--- config.mk ---
export PLATFORM = sky130hd
export DESIGN_NAME = csp_clock_unit
export DESIGN_NICKNAME = d
export VERILOG_FILES = /design/src/hw/csp_pkg.sv /design/src/hw/csp_clock_unit.sv
export SDC_FILE = /design/constraint.sdc
export NUM_CORES = 1
export LEC_CHECK = 0
export BUFFER_PORTS_ARGS = -buffer_cell sky130_fd_sc_hd__buf_4
export CAP_MARGIN = 10
export CELL_PAD_IN_SITES_DETAIL_PLACEMENT = 0
export CELL_PAD_IN_SITES_GLOBAL_PLACEMENT = 1
export CORE_UTILIZATION = 43
export CTS_CLUSTER_DIAMETER = 120
export DETAILED_ROUTE_END_ITERATION = 12
export PLACE_DENSITY_LB_ADDON = 0.08
export RECOVER_POWER = 50
export SYNTH_ARGS = -nofsm -noshare
export SYNTH_HDL_FRONTEND = slang
export SYNTH_SLANG_ARGS = --single-unit
--- constraint.sdc ---
create_clock -name mclk_i -period 3.6 [get_ports mclk_i]
set_input_delay 0.36 -clock mclk_i [delete_from_list [all_inputs] [get_ports mclk_i]]
set_output_delay 0.36 -clock mclk_i [all_outputs]
set_load 0.02 [all_outputs]
--- src/hw/csp_pkg.sv ---
// Package for the clock source and prescaler block: register map, fuse codes, timing.
// Assumes a 100 MHz mclk_i and 32-bit AXI4-Lite register access.
package csp_pkg;

  // Register byte offsets.
  localparam logic [7:0] TRIM_OFS   = 8'h00;
  localparam logic [7:0] DIV_OFS    = 8'h04;
  localparam logic [7:0] STATUS_OFS = 8'h08;
  localparam logic [7:0] TIMER_OFS  = 8'h0c;

  // Divider register fields.
  localparam int unsigned UNLOCK_BIT = 7;
  localparam int unsigned SEL_MSB    = 3;
  localparam logic [3:0] SEL_DIV1    = 4'h0;
  localparam logic [3:0] SEL_DIV8    = 4'h3;
  localparam logic [3:0] SEL_MAX     = 4'h8;
  localparam logic [2:0] UNLOCK_WIN  = 3'h4;

  // Clock source select codes.
  localparam logic [3:0] SRC_EXT      = 4'h0;
  localparam logic [3:0] SRC_RC       = 4'h2;
  localparam logic [3:0] SRC_LF_LO    = 4'h4;
  localparam logic [3:0] SRC_LF_HI    = 4'h7;

  // Start-up fuse codes.
  localparam logic [1:0] SUT_NONE  = 2'h0;
  localparam logic [1:0] SUT_SHORT = 2'h1;
  localparam logic [1:0] SUT_LONG  = 2'h2;

  // Start-up delays in source clocks.
  localparam logic [15:0] RESET_CK     = 16'h000e;
  localparam logic [15:0] WAKE_FAST_CK = 16'h0006;
  localparam logic [15:0] WAKE_1K_CK   = 16'h0400;
  localparam logic [15:0] WAKE_32K_CK  = 16'h8000;

  // Real-time part of the reset delay.
  localparam real SHORT_MS = 4.1;
  localparam real LONG_MS  = 65.0;
  localparam real CLK_MHZ  = 100.0;
  // The cast rounds to nearest; a floor would lose a cycle to the binary form of 4.1.
  localparam int unsigned SHORT_CYC = int'(SHORT_MS * 1000.0 * CLK_MHZ);
  localparam int unsigned LONG_CYC  = int'(LONG_MS * 1000.0 * CLK_MHZ);

  // Nominal RC frequency in MHz and the highest trim code.
  localparam real RC_NOM_MHZ = 8.0;
  localparam logic [6:0] TRIM_MAX = 7'h7f;

  // AXI responses.
  localparam logic [1:0] RESP_OKAY   = 2'h0;
  localparam logic [1:0] RESP_SLVERR = 2'h2;

  // Start-up sequencer states.
  typedef enum logic [1:0] {
    CSP_ST_CK    = 2'b00,
    CSP_ST_RT    = 2'b01,
    CSP_ST_RUN   = 2'b10,
    CSP_ST_WAKE  = 2'b11
  } csp_state_t;

endpackage

--- src/hw/csp_clock_unit.sv ---
// Clock source selection, start-up delays, trim register and system clock divider.
// Assumes the source clock arrives as an enable on mclk_i and the fuses are static pins.
// Operation
// RQ1 - Codes 0100 to 0111 select the low-frequency watch crystal.
// RQ2 - Crystal mode reset delay: 14 clocks, plus 4.1 ms, plus 65 ms; 11 reserved.
// RQ3 - Crystal wake-up takes 1K clocks for 0100/0110, 32K for 0101/0111.
// RQ4 - Code 0010 selects the internal 8 MHz RC oscillator.
// RQ5 - Every reset loads the factory calibration byte into the trim register.
// RQ6 - RC wake-up takes 6 clocks; reset delay per startup code.
// RQ7 - With RC clocking, watchdog and reset time-out still use the watchdog oscillator.
// RQ8 - Seven-bit trim raises frequency monotonically, zero lowest, 0x7F highest.
// RQ9 - Software should not trim above 10% over nominal during memory writes.
// RQ10 - Code 0000 runs from external clock on the crystal input, 0 to 16 MHz.
// RQ11 - External clock wake-up takes 6 clocks; reset delay per startup code.
// RQ12 - External clock must not jump over 2% per cycle outside reset.
// RQ13 - Clock output fuse drives system clock on output pin, also during reset.
// RQ14 - With the divider active, the output pin carries the divided clock.
// RQ15 - The timer oscillator is allowed only when the RC oscillator is selected.
// RQ16 - Timer external clock select accepts an external clock on the timer pin.
// RQ17 - The divider works for every source and divides all domain clocks together.
// RQ18 - Divider register: unlock bit 7, zeros 6 to 4, select 3 to 0.
// RQ19 - The initial-divide fuse starts the device divided by eight.
// RQ20 - Select changes only after an unlock write; unlock clears after four cycles.
// RQ21 - Select codes 0 to 8 divide by 1 to 256; reset value from fuse.
// RQ22 - Fuses are sampled at reset and held static while running.
`timescale 1ns/10ps
module csp_clock_unit (
  // Clock and reset.
  input  wire logic        mclk_i,
  input  wire logic        rst_n_i,
  // Fuses and factory data.
  input  wire logic [3:0]  clock_source_select_fuses_i,
  input  wire logic [1:0]  startup_time_fuses_i,
  input  wire logic        initial_divide_fuse_i,
  input  wire logic        clock_output_fuse_i,
  input  wire logic [7:0]  calib_byte_i,
  // Source clock ticks and wake request.
  input  wire logic        src_tick_i,
  input  wire logic        wdt_tick_i,
  input  wire logic        wake_req_i,
  // AXI4-Lite write channels.
  input  wire logic [7:0]  s_axi_awaddr,
  input  wire logic        s_axi_awvalid,
  output logic             s_axi_awready,
  input  wire logic [31:0] s_axi_wdata,
  input  wire logic [3:0]  s_axi_wstrb,
  input  wire logic        s_axi_wvalid,
  output logic             s_axi_wready,
  output logic [1:0]       s_axi_bresp,
  output logic             s_axi_bvalid,
  input  wire logic        s_axi_bready,
  // AXI4-Lite read channels.
  input  wire logic [7:0]  s_axi_araddr,
  input  wire logic        s_axi_arvalid,
  output logic             s_axi_arready,
  output logic [31:0]      s_axi_rdata,
  output logic [1:0]       s_axi_rresp,
  output logic             s_axi_rvalid,
  input  wire logic        s_axi_rready,
  // Clock outputs.
  output logic             sys_clk_en_o,
  output logic             cpu_run_o,
  output logic             clock_output_pin_o,
  output logic             clock_output_pin_oe_n_o,
  output logic [6:0]       rc_trim_value_o,
  output logic             timer_osc_enable_o,
  output logic             timer_ext_clock_o
);

  // Whole state of the block.
  typedef struct packed {
    logic                   fuse_ok;
    logic [3:0]             src;
    logic [1:0]             startup_time_fuses;
    logic                   clock_output_fuse;
    logic [7:0]             trim;
    logic                   unlock;
    logic [2:0]             unlock_cnt;
    logic [3:0]             sel;
    logic [7:0]             div_cnt;
    logic                   clk_en;
    logic                   clk_out;
    logic                   ext_sel;
    logic                   timer_en_req;
    csp_pkg::csp_state_t    st;
    logic [15:0]            ck_cnt;
    logic [31:0]            rt_cnt;
    logic                   aw_got;
    logic                   w_got;
    logic [7:0]             aw_addr;
    logic [31:0]            w_data;
    logic                   bvalid;
    logic [1:0]             bresp;
    logic                   rvalid;
    logic [31:0]            rdata;
    logic [1:0]             rresp;
  } csp_state_all_t;

  csp_state_all_t s_reg;
  csp_state_all_t s_next;
  logic           is_lf;
  logic           is_rc;
  logic [15:0]    wake_ck;
  logic [31:0]    rt_need;
  logic [7:0]     div_mask;

  // Decoded source type from the latched fuses.
  assign is_lf = (s_reg.src >= csp_pkg::SRC_LF_LO) && (s_reg.src <= csp_pkg::SRC_LF_HI); // RQ1
  assign is_rc = (s_reg.src == csp_pkg::SRC_RC); // RQ4

  // Wake-up length per source; odd crystal codes take the long count.
  always_comb begin
    if (is_lf) begin
      wake_ck = s_reg.src[0] ? csp_pkg::WAKE_32K_CK : csp_pkg::WAKE_1K_CK; // RQ3
    end else begin
      wake_ck = csp_pkg::WAKE_FAST_CK; // RQ6 RQ10 RQ11
    end
  end

  // Real-time reset extension, counted on watchdog ticks for every source.
  always_comb begin
    case (s_reg.startup_time_fuses)
      csp_pkg::SUT_SHORT: rt_need = 32'(csp_pkg::SHORT_CYC); // RQ2 RQ6 RQ11
      csp_pkg::SUT_LONG:  rt_need = 32'(csp_pkg::LONG_CYC);
      default:            rt_need = 32'h0000_0000;
    endcase
  end

  // Division mask: factor is two to the select code for codes up to 8; higher codes divide by one.
  always_comb begin
    div_mask = 8'h00;
    if (s_reg.sel <= csp_pkg::SEL_MAX && s_reg.sel != csp_pkg::SEL_DIV1) begin
      div_mask = 8'((9'h001 << s_reg.sel) - 9'h001); // RQ21
    end
  end

  // Next-state logic for fuses, sequencer, divider and bus slave.
  always_comb begin
    logic wr_fire;
    logic [31:0] wd;
    wr_fire = 1'b0;
    wd      = 32'h0000_0000;
    s_next  = s_reg;
    // Fuses are captured once after reset and never again.
    if (!s_reg.fuse_ok) begin
      s_next.fuse_ok = 1'b1; // RQ22
      s_next.src     = clock_source_select_fuses_i;
      s_next.startup_time_fuses     = startup_time_fuses_i;
      s_next.clock_output_fuse   = clock_output_fuse_i;
      s_next.trim    = calib_byte_i; // RQ5
      s_next.sel     = initial_divide_fuse_i ? csp_pkg::SEL_DIV8 : csp_pkg::SEL_DIV1; // RQ19
    end
    // Divider runs on every source tick whatever the source.
    s_next.clk_en = 1'b0;
    if (src_tick_i) begin
      s_next.div_cnt = (s_reg.div_cnt & div_mask) == div_mask ? 8'h00 : s_reg.div_cnt + 8'h01;
      s_next.clk_en  = ((s_reg.div_cnt & div_mask) == div_mask); // RQ17
      if ((s_reg.div_cnt & div_mask) == div_mask) begin
        s_next.clk_out = ~s_reg.clk_out; // RQ14
      end
    end
    // Start-up sequencer: source clocks, then watchdog-timed extension.
    case (s_reg.st)
      csp_pkg::CSP_ST_CK: begin
        if (s_reg.fuse_ok && src_tick_i) begin
          s_next.ck_cnt = s_reg.ck_cnt + 16'h0001;
          if (s_reg.ck_cnt + 16'h0001 >= csp_pkg::RESET_CK) begin
            s_next.ck_cnt = 16'h0000;
            s_next.st     = csp_pkg::CSP_ST_RT;
          end
        end
      end
      csp_pkg::CSP_ST_RT: begin
        if (s_reg.rt_cnt >= rt_need) begin
          s_next.st = csp_pkg::CSP_ST_RUN;
        end else if (wdt_tick_i) begin
          s_next.rt_cnt = s_reg.rt_cnt + 32'h0000_0001; // RQ7
        end
      end
      csp_pkg::CSP_ST_RUN: begin
        if (wake_req_i) begin
          s_next.ck_cnt = 16'h0000;
          s_next.st     = csp_pkg::CSP_ST_WAKE;
        end
      end
      csp_pkg::CSP_ST_WAKE: begin
        if (src_tick_i) begin
          s_next.ck_cnt = s_reg.ck_cnt + 16'h0001;
          if (s_reg.ck_cnt + 16'h0001 >= wake_ck) begin
            s_next.st = csp_pkg::CSP_ST_RUN;
          end
        end
      end
      default: s_next.st = csp_pkg::CSP_ST_CK;
    endcase
    // Unlock window closes four cycles after it opened.
    if (s_reg.unlock) begin
      s_next.unlock_cnt = s_reg.unlock_cnt + 3'h1;
      if (s_reg.unlock_cnt + 3'h1 >= csp_pkg::UNLOCK_WIN) begin
        s_next.unlock = 1'b0; // RQ20
      end
    end
    // Write address and data may come in either order.
    if (s_axi_awvalid && !s_reg.aw_got && !s_reg.bvalid) begin
      s_next.aw_got  = 1'b1;
      s_next.aw_addr = s_axi_awaddr;
    end
    if (s_axi_wvalid && !s_reg.w_got && !s_reg.bvalid) begin
      s_next.w_got  = 1'b1;
      s_next.w_data = s_axi_wdata;
    end
    if (s_reg.aw_got && s_reg.w_got) begin
      wr_fire       = 1'b1;
      wd            = s_reg.w_data;
      s_next.aw_got = 1'b0;
      s_next.w_got  = 1'b0;
      s_next.bvalid = 1'b1;
      s_next.bresp  = csp_pkg::RESP_OKAY;
    end
    if (s_reg.bvalid && s_axi_bready) begin
      s_next.bvalid = 1'b0;
    end
    // Register writes; only the low byte lane carries data.
    if (wr_fire) begin
      case (s_reg.aw_addr)
        csp_pkg::TRIM_OFS: s_next.trim = {1'b0, wd[6:0]}; // RQ8
        csp_pkg::DIV_OFS: begin
          if (wd[csp_pkg::UNLOCK_BIT] && wd[6:0] == 7'h00) begin
            if (!s_reg.unlock) begin
              s_next.unlock     = 1'b1; // RQ20
              s_next.unlock_cnt = 3'h0;
            end
          end else if (!wd[csp_pkg::UNLOCK_BIT] && s_reg.unlock) begin
            s_next.sel    = wd[csp_pkg::SEL_MSB:0]; // RQ18 RQ20
            s_next.unlock = 1'b0;
          end
        end
        csp_pkg::TIMER_OFS: begin
          s_next.ext_sel      = wd[1]; // RQ16
          s_next.timer_en_req = wd[0];
        end
        csp_pkg::STATUS_OFS: s_next.bresp = csp_pkg::RESP_OKAY;
        default: s_next.bresp = csp_pkg::RESP_SLVERR;
      endcase
    end
    // Reads answer one cycle after the address is taken.
    if (s_axi_arvalid && !s_reg.rvalid) begin
      s_next.rvalid = 1'b1;
      s_next.rresp  = csp_pkg::RESP_OKAY;
      case (s_axi_araddr)
        csp_pkg::TRIM_OFS:   s_next.rdata = {24'h000000, s_reg.trim};
        csp_pkg::DIV_OFS:    s_next.rdata = {24'h000000, s_reg.unlock, 3'h0, s_reg.sel}; // RQ18
        csp_pkg::TIMER_OFS:  s_next.rdata = {30'h0, s_reg.ext_sel, s_reg.timer_en_req};
        csp_pkg::STATUS_OFS: s_next.rdata = {20'h00000, s_reg.st, s_reg.startup_time_fuses, s_reg.src,
                                             s_reg.clock_output_fuse, 3'h0};
        default: begin
          s_next.rdata = 32'h0000_0000;
          s_next.rresp = csp_pkg::RESP_SLVERR;
        end
      endcase
    end else if (s_reg.rvalid && s_axi_rready) begin
      s_next.rvalid = 1'b0;
    end
  end

  // State register; reset loads constants, calibration comes in the first cycle after.
  always_ff @(posedge mclk_i or negedge rst_n_i) begin
    if (!rst_n_i) begin
      s_reg    <= '0;
      s_reg.st <= csp_pkg::CSP_ST_CK;
    end else begin
      s_reg <= s_next;
    end
  end

  // Bus handshakes and outputs.
  assign s_axi_awready = !s_reg.aw_got && !s_reg.bvalid;
  assign s_axi_wready  = !s_reg.w_got && !s_reg.bvalid;
  assign s_axi_bvalid  = s_reg.bvalid;
  assign s_axi_bresp   = s_reg.bresp;
  assign s_axi_arready = !s_reg.rvalid;
  assign s_axi_rvalid  = s_reg.rvalid;
  assign s_axi_rdata   = s_reg.rdata;
  assign s_axi_rresp   = s_reg.rresp;
  assign sys_clk_en_o  = s_reg.clk_en;
  assign cpu_run_o     = (s_reg.st == csp_pkg::CSP_ST_RUN);
  assign rc_trim_value_o = s_reg.trim[6:0];
  // The divider is held in reset, so the pin carries the raw source ticks until release.
  assign clock_output_pin_o      = rst_n_i ? s_reg.clk_out : src_tick_i; // RQ13
  // Before the fuses are latched the pin enable follows the fuse directly, so reset drives it.
  assign clock_output_pin_oe_n_o = s_reg.fuse_ok ? !s_reg.clock_output_fuse : !clock_output_fuse_i; // RQ13
  // The timer oscillator shares the crystal pins, so RC must be the source.
  assign timer_osc_enable_o = s_reg.timer_en_req && is_rc; // RQ15
  assign timer_ext_clock_o  = s_reg.ext_sel && is_rc; // RQ16

  // Checks.
  a_unlock_window: assert property (@(posedge mclk_i) disable iff (!rst_n_i)
    $rose(s_reg.unlock) |-> ##[1:4] !s_reg.unlock) else $error("unlock open too long"); // RQ20
  a_sel_guard: assert property (@(posedge mclk_i) disable iff (!rst_n_i)
    ($past(s_reg.fuse_ok) && !$past(s_reg.unlock)) |-> $stable(s_reg.sel))
    else $error("select changed while locked"); // RQ20
  a_timer_rc: assert property (@(posedge mclk_i) disable iff (!rst_n_i)
    timer_osc_enable_o |-> is_rc) else $error("timer osc without rc"); // RQ15
  a_fuse_static: assert property (@(posedge mclk_i) disable iff (!rst_n_i)
    $past(s_reg.fuse_ok) |-> $stable(s_reg.src)) else $error("source fuse moved"); // RQ22
  a_reset_sel: assert property (@(posedge mclk_i) disable iff (!rst_n_i)
    $rose(s_reg.fuse_ok) |->
      s_reg.sel == (initial_divide_fuse_i ? csp_pkg::SEL_DIV8 : csp_pkg::SEL_DIV1))
    else $error("bad reset divider"); // RQ21
  a_trim_load: assert property (@(posedge mclk_i) disable iff (!rst_n_i)
    $rose(s_reg.fuse_ok) |-> s_reg.trim == $past(calib_byte_i)) else $error("no calib"); // RQ5
  a_pin_oe: assert property (@(posedge mclk_i) disable iff (!rst_n_i)
    s_reg.fuse_ok |-> (clock_output_pin_oe_n_o != clock_output_fuse_i))
    else $error("clock out enable wrong"); // RQ13
  a_div_one: assert property (@(posedge mclk_i) disable iff (!rst_n_i)
    (s_reg.sel == csp_pkg::SEL_DIV1 && src_tick_i) |=> sys_clk_en_o)
    else $error("div1 missed"); // RQ17
  c_unlock: cover property (@(posedge mclk_i) $rose(s_reg.unlock));
  c_sel_change: cover property (@(posedge mclk_i) s_reg.fuse_ok && $changed(s_reg.sel));
  c_run: cover property (@(posedge mclk_i) $rose(cpu_run_o));
  c_wake: cover property (@(posedge mclk_i) s_reg.st == csp_pkg::CSP_ST_WAKE);

endmodule

Word-level counts from Yosys, hierarchy flattened:

Cells that the tools add are included.

* memory bits (writable): 0
* word-level logic and storage cells: 145
* output and inout bits: 54
* memories: 0
* bits of input ports: 78
* register bits: 142
* latch bits: 0
* ROM bits: 0

* reductions and logical operators: 41
* bitwise logic cells: 3
* multipliers: 0
* muxes and demuxes: 44
* equality and inequality tests: 19
* shifts and indexed selects: 1
* divide/modulo/power cells: 0
* $lt $le $gt $ge: 7
* $add $sub $neg: 5

Operators with widths (count)
* 18-bit two-way mux: 4
* 16-bit two-way mux: 3
* 8-bit two-way mux: 6
* 12-bit case mux with 4 select lines: 1
* 16-bit case mux with 3 select lines: 1
* 23-bit case mux with 2 select lines: 1
* 32-bit by 1-bit adder with 32-bit output, second input constant: 1
* 8-bit by 4-bit equality test with 1-bit output, second input constant: 4
* 32-bit >= comparator: 1
* 4-bit two-way mux: 5
* 1-bit logical AND: 17
* 16-bit by 1-bit adder with 16-bit output, second input constant: 1
* 8-bit by 3-bit equality test with 1-bit output, second input constant: 2
* 16-bit >= comparator: 1
* 16-bit by 4-bit >= comparator with 1-bit output, second input constant: 1
* 8-bit zero test: 2
* 2-bit two-way mux: 7
* 1-bit two-way mux: 12
* 2-bit != test, second input constant: 6
* 8-bit by 1-bit adder with 8-bit output, second input constant: 1
* 8-bit AND: 1
* 8-bit equality test: 1
* 2-bit case mux with 4 select lines: 1
* 2-bit nonzero test: 4
* other kinds (24): 36

Logic depth before layout (Yosys ltp):

* word-level depth: 8
* mapped depth: 12
* mapped depth without buffers: 11

Worst setup path after synthesis:

No wires, ideal clock.

* kind: flip-flop to flip-flop
* start point: register s_reg[159] (netlist name)
* end point: register s_reg[88] (netlist name)
* setup slack: 0.908 ns
* data required time: 3.521 ns
* stages on the path, launching flop included: 12
* buffers on the path: 1
* period minus slack after synthesis: 2.692 ns
* library setup time: 0.079 ns
* data arrival time: 2.613 ns
* cells stage by stage: dfrtp_1 > inv_1 > ha_1 > ha_1 > a21o_1 > a211o_1 > a221oi_1 > nand4_1 > buf_2 > or2_1 > nor3_1 > xor2_1

* word-level cells in the longest chain between the ends: 5
* elaborated cells between the ends (all ways): 6
* those cells by class: order compare: 1; eq/ne: 2; mux: 1; bitwise: 1; reduce/logical: 1

RTL lines
* start, declared: RTL line csp_clock_unit.sv:99 `csp_state_all_t s_reg;`
* start signal, assigned: RTL line csp_clock_unit.sv:272 `s_reg <= s_next;`
* 2-bit equality test or 2-bit by 1-bit equality test with 1-bit output (tied branches): RTL line csp_clock_unit.sv:122 `case (s_reg.startup_time_fuses)`
* 23-bit case mux with 2 select lines *: RTL line csp_clock_unit.sv:122
* 32-bit >= comparator *: RTL line csp_clock_unit.sv:174 `if (s_reg.rt_cnt >= rt_need) begin`
* 1-bit NOT (no source line) *
* 3-bit AND reduction (no source line) *

Mark *: on every way between the ends. The rest lies on a longest branch, timed or not.
A chain may end at the register's enable or synchronous reset.

Worst setup path in the final report:

Ends and elaborated chain as after synthesis.

==> summary.txt <==
Status
  • Outcome: complete, no violations

STA
  • FMAX: around 330 MHz
  • Clk_skew: 0.00808 ns
  • RSZ-0062 raised after global routing: false
  • Final setup fails: 0
  • Relative slew slack: 0.0878
  • Min cycle time layout: roughly 3 ns
  • Sum Neg Setup Slack: 0 ns
  • Fin crit share: 0.833
  • Actual slew at the worst max-slew pin: approximately 1.4 ns
  • Final hold vios: 0
  • Max Slew Vio Count: 0

Drt
  • Via-per-instance ratio: ~5.3
  • Routed WL: ~15 mm
  • 1st-iter DRT viols: approximately 280
  • DRC: 0
  • Routed len/inst: about 16 um
  • DRT antenna net count: 0
  • DR vias: a little under 5k
  • DRT Pass-1 Iters: 4

Cells and area
  • Area of the multi-input gates: roughly 3200 sq um
  • Synth-to-layout area growth: 15.3%
  • Sequential cell area: approximately 3000 sq um
  • Layout cells sized above 1: 0.190
  • Most common cell after layout, fill and taps aside: dfrtp_1
  • Max reg flops: between 90 and 100
  • Commonest non-fill, non-tap cells in the layout: 121 x dfrtp_1, 59 x buf_4, 54 x nand2_1
  • Final net count: about 830
  • Filler instances: about 1.4k
  • Antenna Cells: 0

GRT
  • Vias in the first global route: between 4k and 5k
  • Overall Global Routing Usage: 0.197
  • Initial antenna violation count: 0
  • Maximum number of pins on one net before global-route repair: 55
  • Global route overflow: 0
  • First-pass GRT wire length: 24.7 mm

Clock tree
  • Clock Pin Slew Worst Setup and Hold Paths: 0.06 ns
  • CTS tree: yes
  • Clock latency on the worst-skew pair: approximately 0.42 ns
  • Clock root cell: clkbuf_16
  • Cts bufs inserted: 17
  • PostCTS Resize Cnt: 0
  • Clock sinks: around 120
  • CTS Buffer Depth: 2
  • H-tree level count: 4

Yosys
  • Sequential area share after synthesis: 0.451
  • Async S/R FF share, synth: 1.00
  • Mapped Area: roughly 6700 sq um
  • Synth warn: 0
  • Netlist cell types: 69
  • Synthesis-stage register bit count: about 120
  • Ys flop type: dfrtp_1
  • EDFF count, synth: 0
  • Top cell type's share of synthesized area: 0.451
  • Mapped Avg Cell Area: about 10 sq um
  • Ranking of synthesized cells by area: dfrtp_1 45%, ha_1 5.2%, mux2_2 5.2%
  • Cell count after synthesis: between 600 and 700
  • Area leader, netlist: dfrtp_1

Worst hold path
  • Worst Hold Class: input pin to flop

Power and ir drop
  • Power Dens Cells: about 560 nW/um^2
  • VDD IR max: between 0.3 and 0.4 mV
  • Total power: roughly 4.4 mW
  • Lkg Pwr: about 3.5 nW

Placement
  • GP Congestion: ~0.84
  • PortBufs: slightly above 80
  • HPWL Detailed: 10.9 mm

Setup path
  • Crit path required time: 3.94 ns
  • CP cell instances: inv_1, ha_1, ha_1, a21o_1, a211o_1, a221oi_1, nand4_1, buf_4, or2_1, nor3_1, xor2_1
  • Crit end category: flop
  • Critical path's top delay family: compound AO/OA/AOI/OAI gates
  • Crit Path Max Fanout: 10
  • CP Data Arrival Time: about 3.3 ns
  • Largest stage delay, worst path: slightly below 0.4 ns
  • CP bufs+invs: 2
  • CP max-delay cell: dfrtp_1
  • Crit path launch type: flop
  • Crit path kind: flop to flop
  • CP dominant cell by count: ha_1

Floorplanning
  • FP Rows: 45
  • Die Ht: between 100 and 150 um
  • Die Width: around 130 um
  • Die area: 16100 sq um
  • Total core area: approximately 15000 sq um
  • Top-level port count: about 130
  • Starting Density: 0.442

Job
  • Maxcap violations: 0
[path summary, 6_finish.rpt]
path	endpoint	slack [ns]	start	cells past startpoint
setup / recovery	s_reg[88]	0.60	s_reg[159]	11
hold / removal	s_axi_bvalid	0.11	s_axi_bready	2
setup reg to reg	s_reg[88]	0.60	s_reg[159]	11
hold reg to reg	s_reg[109]	0.38	s_reg[109]	0
max in group asynchronous	s_reg[93]	1.17	rst_n_i	3
min in group asynchronous	rc_trim_value_o[4]	0.59	rst_n_i	2
[area by class of cell]
| class | count | share of cell area |
|---|---|---|
| Clock buffer | 17 | 0.0549 |
| Multi-Input combinational cell | 468 | 0.417 |
| Inverter | 25 | 0.0121 |
| Timing Repair Buffer | 90 | 0.0733 |
| Tap cell | 188 | 0.0304 |
| Sequential cell | 121 | 0.391 |
| Clock inverter | 15 | 0.0216 |
[per-layer routing]
| metal | GRT usage | wire [um] | vias up |
|---|---|---|---|
| met2 | 0.314 | 7010 | 97 |
| met3 | 0.0549 | 593 | 10 |
| li1 | - | - | 2396 |
| met4 | 0.0511 | 105 | 0 |
| met5 | 0 | 0 | - |
| met1 | 0.266 | 7230 | 2385 |
[logic make-up (layout without fill, tap and decap cells)]
group,after synthesis,in the layout,share of synthesized area
AOI/OAI and AO/OA,104,104,0.106
xor gates and xnor gates,38,38,0.0496
adders and majority gates,28,28,0.0522
buffers and inverters,96,147,0.0797
DFF,121,121,0.451
muxes,52,52,0.0833
other,2,22,0.00112
and+or+nand+nor,224,224,0.177
[what timing repair did]
| item | 4_1_cts | 5_1_grt |
|---|---|---|
| endpoints found under the hold margin | 13 | 0 |
| setup buffers | 0 | 0 |
| hold buffers | 1 | 0 |
[synthesized netlist by cell type, types with 10 or more instances]
cell type and count:
dfrtp_1 121, nand2_1 54, nor2_1 47, buf_4 43, mux2_2 31, o21ai_0 29
ha_1 28, inv_1 25, nand3_1 23, xnor2_1 23, a21oi_1 22, clkbuf_1 22
mux2i_1 21, xor2_1 15, nand4_1 13, nor2b_1 12, nor3_1 10
[power by group]
group / total (mW) / internal [mW] / switching (mW) / leakage, nW
Combinational: 0.920 / 0.410 / 0.509 / 1.69
Sequential: 1.74 / 1.54 / 0.197 / 1.57
Clock: 1.71 / 1.03 / 0.678 / 0.278
[metrics by stage]
stage	instances	utilization	setup WS, ns	hold slack (ns)	instance area, sq um
after floorplan	685	-	0.908	0.0644	6790
after CTS	924	0.517	0.581	0.0911	7860
final	924	0.510	0.600	0.108	7750
after global routing	924	0.510	0.406	0.107	7750
after global placement	891	0.477	0.690	0.230	7250
after detailed placement	891	0.477	0.619	0.234	7250
Note: power is estimated with default switching activity, not from simulation.
